`src/dept_map.svh`:
```
// Behaviour
// - A one written to a bit of event_enable_set_high sets enable bit for events 32-63, a zero leaves it.
// - Bit n of event_enable_high holds the enable of event n plus 32.
// - A manual, external or chained request for a channel 0-63 accepted into the queue sets its secondary-event bit.
// - While a channel's secondary-event bit is set, no further event of that channel is prioritized or queued.
// - The secondary-event bit is cleared by hardware or by a software clear write before new events are evaluated.
// - A secondary-event bit of 0 means not held in the queue, 1 means held and not prioritized.
// - Secondary-event bits are read beside the event-latch bits, low register channels 0-31, high 32-63.
// - Both secondary-event registers are read-only and read zero after reset.
// - A one written to a secondary-event clear bit clears that secondary-event bit, a zero does nothing.
// - secondary_event_clear_low is write-only, bit n for channel n of 0-31, zero after reset.
// - Event-enable bits change only through the set and clear registers, never by direct write.
`ifndef DEPT_MAP_SVH
`define DEPT_MAP_SVH

// ----------------------------------------
// register byte offsets
// ----------------------------------------
`define DEPT_OFS_EN_LO      8'h00
`define DEPT_OFS_EN_HI      8'h04
`define DEPT_OFS_EN_SET_LO  8'h08
`define DEPT_OFS_EN_SET_HI  8'h0c
`define DEPT_OFS_EN_CLR_LO  8'h10
`define DEPT_OFS_EN_CLR_HI  8'h14
`define DEPT_OFS_SEC_LO     8'h18
`define DEPT_OFS_SEC_HI     8'h1c
`define DEPT_OFS_SEC_CLR_LO 8'h20
`define DEPT_OFS_SEC_CLR_HI 8'h24
`define DEPT_OFS_LATCH_LO   8'h28
`define DEPT_OFS_LATCH_HI   8'h2c

// ----------------------------------------
// sizes and reset values
// ----------------------------------------
`define DEPT_NCH            64
`define DEPT_CHW            6
`define DEPT_RST_WORD       32'h0000_0000
`define DEPT_RST_VEC        64'h0000_0000_0000_0000

`endif

```
`src/dept_pkg.sv`:
```
package dept_pkg;
    typedef logic [63:0] dept_vec_t;
    typedef logic [5:0]  dept_chan_t;
    typedef enum logic [0:0] {
        DEPT_Q_IDLE,
        DEPT_Q_OFFER
    } dept_qstate_t;
endpackage

```
`src/dept_arb_if.sv`:
```
`timescale 1ns/1ns
// request vector in, lowest-numbered winner out
interface dept_arb_if;
    dept_pkg::dept_vec_t  req;
    logic                 gnt_valid;
    dept_pkg::dept_chan_t gnt_chan;

    modport requester (
        output req,
        input  gnt_valid,
        input  gnt_chan
    );
    modport arbiter (
        input  req,
        output gnt_valid,
        output gnt_chan
    );
endinterface

```
`src/dept_top.sv`:
```
// The placing of the registers and register access over Wishbone were chosen for this implementation.
`timescale 1ns/1ns
`include "dept_map.svh"
module dept_top (
    input  wire logic                 CLK_SYS,
    input  wire logic                 RSTN,
    input  wire logic                 CE,
    // wishbone classic slave
    input  wire logic                 CYC_I,
    input  wire logic                 STB_I,
    input  wire logic                 WE_I,
    input  wire logic [7:0]           ADR_I,
    input  wire logic [3:0]           SEL_I,
    input  wire logic [31:0]          DAT_I,
    output logic      [31:0]          DAT_O,
    output logic                      ACK_O,
    // trigger sources, one-cycle pulses per channel
    input  wire dept_pkg::dept_vec_t  TRIG_MANUAL,
    input  wire dept_pkg::dept_vec_t  TRIG_EXT,
    input  wire dept_pkg::dept_vec_t  TRIG_CHAIN,
    // hardware release of secondary-event bits
    input  wire dept_pkg::dept_vec_t  HW_SEC_CLEAR,
    // event queue offer
    output logic                      QUEUE_VALID,
    output dept_pkg::dept_chan_t      QUEUE_CHAN,
    input  wire logic                 QUEUE_READY,
    // status views
    output dept_pkg::dept_vec_t       SEC_EVENT,
    output dept_pkg::dept_vec_t       EVENT_ENABLE
);

    // ----------------------------------------
    // state
    // ----------------------------------------
    dept_pkg::dept_vec_t    en_r;
    dept_pkg::dept_vec_t    en_nxt;
    dept_pkg::dept_vec_t    sec_r;
    dept_pkg::dept_vec_t    sec_nxt;
    dept_pkg::dept_vec_t    latch_r;
    dept_pkg::dept_vec_t    latch_nxt;
    dept_pkg::dept_qstate_t qst_r;
    dept_pkg::dept_chan_t   qchan_r;
    logic                   qvalid_r;
    logic                   ack_r;
    logic [31:0]            rdat_r;

    // ----------------------------------------
    // bus decode
    // ----------------------------------------
    logic                   bus_req;
    logic                   bus_wr;
    logic [31:0]            wmask;
    logic [31:0]            wbits;
    logic [31:0]            rdat_nxt;
    dept_pkg::dept_vec_t    en_set;
    dept_pkg::dept_vec_t    en_clr;
    dept_pkg::dept_vec_t    sec_sw_clr;

    // a request is served once, in the cycle before ack rises
    assign bus_req = CYC_I & STB_I & ~ack_r;
    assign bus_wr  = bus_req & WE_I;
    assign wmask   = {{8{SEL_I[3]}}, {8{SEL_I[2]}}, {8{SEL_I[1]}}, {8{SEL_I[0]}}};
    assign wbits   = DAT_I & wmask;

    always_comb begin
        en_set     = '0;
        en_clr     = '0;
        sec_sw_clr = '0;
        if (bus_wr) begin
            case (ADR_I)
                `DEPT_OFS_EN_SET_LO: begin
                    en_set[31:0] = wbits;
                end
                `DEPT_OFS_EN_SET_HI: begin
                    en_set[63:32] = wbits;
                end
                `DEPT_OFS_EN_CLR_LO: begin
                    en_clr[31:0] = wbits;
                end
                `DEPT_OFS_EN_CLR_HI: begin
                    en_clr[63:32] = wbits;
                end
                `DEPT_OFS_SEC_CLR_LO: begin
                    sec_sw_clr[31:0] = wbits;
                end
                `DEPT_OFS_SEC_CLR_HI: begin
                    sec_sw_clr[63:32] = wbits;
                end
                default: begin
                    en_set = '0;
                end
            endcase
        end
    end

    // write-only words read zero; unmapped reads zero too
    always_comb begin
        case (ADR_I)
            `DEPT_OFS_EN_LO: begin
                rdat_nxt = en_r[31:0];
            end
            `DEPT_OFS_EN_HI: begin
                rdat_nxt = en_r[63:32];
            end
            `DEPT_OFS_SEC_LO: begin
                rdat_nxt = sec_r[31:0];
            end
            `DEPT_OFS_SEC_HI: begin
                rdat_nxt = sec_r[63:32];
            end
            `DEPT_OFS_LATCH_LO: begin
                rdat_nxt = latch_r[31:0];
            end
            `DEPT_OFS_LATCH_HI: begin
                rdat_nxt = latch_r[63:32];
            end
            default: begin
                rdat_nxt = `DEPT_RST_WORD;
            end
        endcase
    end

    always_ff @(posedge CLK_SYS or negedge RSTN) begin
        if (!RSTN) begin
            ack_r <= 1'b0;
        end else if (CE) begin
            ack_r <= bus_req;
        end
    end

    always_ff @(posedge CLK_SYS or negedge RSTN) begin
        if (!RSTN) begin
            rdat_r <= `DEPT_RST_WORD;
        end else if (CE) begin
            if (bus_req && !WE_I) begin
                rdat_r <= rdat_nxt;
            end else begin
                rdat_r <= `DEPT_RST_WORD;
            end
        end
    end

    // ----------------------------------------
    // arbitration
    // ----------------------------------------
    dept_arb_if arb ();

    logic                   q_accept;
    dept_pkg::dept_vec_t    acc_vec;
    dept_pkg::dept_vec_t    trig_vec;

    assign arb.req  = latch_r & ~sec_r;
    assign q_accept = (qst_r == dept_pkg::DEPT_Q_OFFER) & QUEUE_READY;
    assign acc_vec  = q_accept ? (64'h1 << qchan_r) : '0;
    // external events need the enable; manual and chained do not
    assign trig_vec = TRIG_MANUAL | (TRIG_EXT & en_r) | TRIG_CHAIN;

    dept_arbiter u_arb (
        .arb (arb)
    );

    // one offer in flight keeps the arbiter from picking it twice
    always_ff @(posedge CLK_SYS or negedge RSTN) begin
        if (!RSTN) begin
            qst_r    <= dept_pkg::DEPT_Q_IDLE;
            qchan_r  <= '0;
            qvalid_r <= 1'b0;
        end else if (CE) begin
            case (qst_r)
                dept_pkg::DEPT_Q_IDLE: begin
                    if (arb.gnt_valid) begin
                        qst_r    <= dept_pkg::DEPT_Q_OFFER;
                        qchan_r  <= arb.gnt_chan;
                        qvalid_r <= 1'b1;
                    end
                end
                dept_pkg::DEPT_Q_OFFER: begin
                    if (QUEUE_READY) begin
                        qst_r    <= dept_pkg::DEPT_Q_IDLE;
                        qvalid_r <= 1'b0;
                    end
                end
                default: begin
                    qst_r    <= dept_pkg::DEPT_Q_IDLE;
                    qvalid_r <= 1'b0;
                end
            endcase
        end
    end

    // ----------------------------------------
    // per-channel bits
    // ----------------------------------------
    for (genvar c = 0; c < `DEPT_NCH; c++) begin : g_ch
        // enable changes only by set or clear
        assign en_nxt[c] = (en_r[c] & ~en_clr[c]) | en_set[c];
        // a trigger in the accept cycle stays latched as a new event
        assign latch_nxt[c] = (latch_r[c] & ~acc_vec[c]) | trig_vec[c];
        // set on accept; hw or sw clear; set wins
        assign sec_nxt[c] = (sec_r[c] & ~(HW_SEC_CLEAR[c] | sec_sw_clr[c])) | acc_vec[c];
    end

    always_ff @(posedge CLK_SYS or negedge RSTN) begin
        if (!RSTN) begin
            en_r <= `DEPT_RST_VEC;
        end else if (CE) begin
            en_r <= en_nxt;
        end
    end

    always_ff @(posedge CLK_SYS or negedge RSTN) begin
        if (!RSTN) begin
            latch_r <= `DEPT_RST_VEC;
        end else if (CE) begin
            latch_r <= latch_nxt;
        end
    end

    // zero at reset, set on accept, cleared by hw release or bus write; 1 = held in queue
    always_ff @(posedge CLK_SYS or negedge RSTN) begin
        if (!RSTN) begin
            sec_r <= `DEPT_RST_VEC;
        end else if (CE) begin
            sec_r <= sec_nxt;
        end
    end

    // ----------------------------------------
    // outputs
    // ----------------------------------------
    assign DAT_O        = rdat_r;
    assign ACK_O        = ack_r;
    assign QUEUE_VALID  = qvalid_r;
    assign QUEUE_CHAN   = qchan_r;
    assign SEC_EVENT    = sec_r;
    assign EVENT_ENABLE = en_r;

endmodule

```
`src/dept_arbiter.sv`:
```
`timescale 1ns/1ns
`include "dept_map.svh"
module dept_arbiter (
    dept_arb_if.arbiter arb
);
    // ----------------------------------------
    // fixed priority, channel 0 highest
    // ----------------------------------------
    always_comb begin
        arb.gnt_valid = 1'b0;
        arb.gnt_chan  = '0;
        for (int i = `DEPT_NCH - 1; i >= 0; i--) begin
            if (arb.req[i]) begin
                arb.gnt_valid = 1'b1;
                arb.gnt_chan  = 6'(i);
            end
        end
    end
endmodule

```
`config.mk`:
```
export PLATFORM = sky130hd
export DESIGN_NAME = dept_top
export DESIGN_NICKNAME = d
export VERILOG_FILES = /design/src/dept_pkg.sv /design/src/dept_arb_if.sv /design/src/dept_top.sv /design/src/dept_arbiter.sv
export VERILOG_INCLUDE_DIRS = /design/src
export SDC_FILE = /design/constraint.sdc
export NUM_CORES = 1
export LEC_CHECK = 0
export ABC_AREA = 1
export BUFFER_PORTS_ARGS = -buffer_cell sky130_fd_sc_hd__clkbuf_2
export CORE_AREA = 8 8 181 183
export CTS_CLUSTER_DIAMETER = 80
export CTS_CLUSTER_SIZE = 12
export DETAILED_ROUTE_END_ITERATION = 16
export DIE_AREA = 0 0 189 191
export GPL_TIMING_DRIVEN = 0
export HOLD_SLACK_MARGIN = 0.12
export PLACE_DENSITY_LB_ADDON = 0.1
export SLEW_MARGIN = 15
export SYNTH_ARGS = -nofsm -noshare
export SYNTH_HDL_FRONTEND = slang
export SYNTH_SLANG_ARGS = --single-unit
```
`constraint.sdc`:
```
create_clock -name CLK_SYS -period 5.8 [get_ports CLK_SYS]
set_input_delay 0.29 -clock CLK_SYS [delete_from_list [all_inputs] [get_ports CLK_SYS]]
set_output_delay 0.29 -clock CLK_SYS [all_outputs]
set_load 0.1 [all_outputs]
```
==> results.md <==
* Status: finished clean
* Vias at between 15000 and 20000
* Count of hold-fix buffers inserted at cts at about 190
* Crit Path Category: reg -> reg
* Period utilization at 76.27%
* Worst-path fanout max at 3
* Setup tns final at 0 ns
* Area Overhead vs Synth at 42.42%
* Largest net degree at the start of global routing at 94
* R2R setup slack at approximately 1.4 ns
* Die area at ~36000 µm²
* Synth cell types at 34
* Slew HR at a little under an eighth
* H-tree levels at 1
* CTS max path bufs at 3
* Synth cell count leaders: nand2_1 (465), o21ai_0 (345), dfrtp_1 (233)
* Setup bufs post-CTS at 0
* Leakage at 8.736 nW
* Final setup fails at 0
* Synthesis-stage register bit count at approximately 230
* Slowest-stage cell, CP: dfrtp_1
* Post-CTS sizing at 0
* Top-count cell post-synth: nand2_1
* Initial DRC Count at 1782
* First-pass GRT wire length at between 100000 and 150000 µm
* Initial Utilization at 42.41%
* RSZ-0062 raised after global routing: no
* Clock insertion delay at the later pin of the skew report at 0.54 ns
* Placer Congestion at 0.9577
* Post-Route WL at between 70000 and 80000 µm
* DIE HEIGHT at 191 µm
* Crit path capture type: flip-flop
* Top cells by area in the synthesized netlist: dfrtp_1 (46%), nand2_1 (14%), o21ai_0 (14%)
* Synth Instances at 1711
* Arrival @ worst endpoint at 4.85 ns
* Worst endpoint required time at around 6.2 ns
* Share of layout cells above drive strength 1 at 21.49%
* CTS tree: built
* DRC viols at 0
* Ys async rst share at 100.0%
* Number of global-route vias before repair at 16580
* Fin crit period at roughly 4.4 ns
* CP most frequent cell: nand2_1
* Worst Skew at about 0.011 ns
* Sink Count at 233
* Critical Path Max Stage Delay at between 0.3 and 0.4 ns
* Maximum vdd drop at 0.0001670 V
* Core Area at ~30000 µm²
* Initial antenna violation count at 1
* Core Rows at between 60 and 70
* Max-cap violations at 0
* Fmax at 226.1 MHz
* Register area share after synthesis at a little under half
* Worst Tran Pin Value at 1.319 ns
* Ys Warns at 0
* GRT overflow at 0
* CTS buffer count at 23
* EDFF count, synth at 0
* Mapped Avg Cell Area at 7.443 µm²
* Syn nets at between 2000 and 2500
* Clk pin slew, worst setup/hold paths at 0.07 ns
* Endpoints failing hold at 0
* Yosys top cell by area: dfrtp_1
* Wire length per cell at 25.29 µm
* GRT Overall Usage at 37.85%
* Max-slew violations at 0
* Power Density at roughly 210 nW/µm²
* Number of port buffers at 470
* Final core occ at 60.40%
* Final nets at 2705
* Root buffer selected by CTS: clkbuf_16
* Ant diodes at 0
* Synth Flop Type: dfrtp_1
* Initial DRT Pass Iterations at 7
* Post-DRT Antenna Nets at 0
* I/O pin count at between 400 and 500
* Post-DP HPWL at 50960 µm
* Yosys top cell area share at a little under half
* Post-Syn Area at between 10000 and 15000 µm²
* Worst Setup Start Kind: flip-flop
* Die width at around 190 µm
* Worst hold path type: in -> reg
* Via/cell ratio at 5.779
-- stage by stage --
step | instances | area [µm²] | total power [W] | worst slack [ns] | hold slack (ns)
after floorplan | 1711 | 12730 | 0.001987 | 1.812 | -0.005591
after global placement | 2577 | 15580 | 0.002269 | -0.5399 | 0.4668
after detailed placement | 2581 | 15670 | 0.002276 | 1.519 | 0.2963
after CTS | 2793 | 18140 | 0.003704 | 1.498 | 0.1207
after global routing | 2793 | 18140 | 0.003814 | 0.8574 | 0.1287
final | 2793 | 18140 | 0.003724 | 1.376 | 0.1175
-- final cells by class --
cell class              count  area [µm²]
plain buffers              74       277.8
clock buffers              23       575.6
clock inverters             1       8.758
fillers                  2872       11890
inverters                 183       686.9
multi-input cells        1221        5949
flip-flops and latches    233        5831
well taps                 396       495.5
repair buffers            662        4313
-- power breakdown --
part	internal [W]	leakage [nW]	switching (W)
Combinational	0.000236	5.54	0.000448
Sequential	0.00165	2.91	0.0000299
Clock	0.000700	0.288	0.000663
Total	0.00258	8.74	0.00114
-- routing by layer --
layer / part of all wire (%) / GRT usage (%) / up-vias / wire length, µm
li1: - / - / 7134 / -
met1: 38 / 46.89 / 7707 / 26890
met2: 46 / 61.87 / 1090 / 32600
met3: 11 / 8.865 / 209 / 7416
met4: 5.3 / 17.98 / 0 / 3717
met5: 0 / 0 / - / 0
-- worst paths after layout --
check,start,end,cells past startpoint
worst max-delay path,latch_r[63],QUEUE_CHAN[0],66
worst min-delay path,TRIG_MANUAL[53],latch_r[53],4
worst max register to register,latch_r[63],QUEUE_CHAN[0],66
worst min register to register,DAT_O[22],DAT_O[22],2
max in group asynchronous,RSTN,SEC_EVENT[16],3
min in group asynchronous,RSTN,latch_r[60],2
-- logic make-up after synthesis --
logic type      Yosys count  synth area share [%]
simple gates            655                 20.45
buf+inv                 257                 7.575
flops                   233                 45.79
compound gates          566                 26.19
-- sequential cells by signal, indices dropped and copies added (netlist names) --
register and count:
EVENT_ENABLE 64, DAT_O 32, ACK_O 1, QUEUE_CHAN 6, qst_r 1, SEC_EVENT 64
latch_r 64, QUEUE_VALID 1
-- cell usage in the layout, fill, tap and decap left out, types with 9 or more instances in the layout --
master	instances
clkbuf_2	469
nand2_1	465
o21ai_0	345
dfrtp_1	233
dlygate4sd3_1	188
inv_1	179
nor2_1	128
clkbuf_1	71
a21oi_1	65
a211o_1	64
nand3_1	37
clkbuf_16	23
a31oi_1	21
o2111ai_1	18
a22o_1	12
o22ai_1	12
a221oi_1	10
nand2_4	9
-- critical path: cells and delay by family (launching register included) --
family        cells  cell delay [ns]
buf+inv           1             0.13
simple gates     65             3.86
flops             1             0.39
Note: power is estimated with default switching activity, not from simulation.
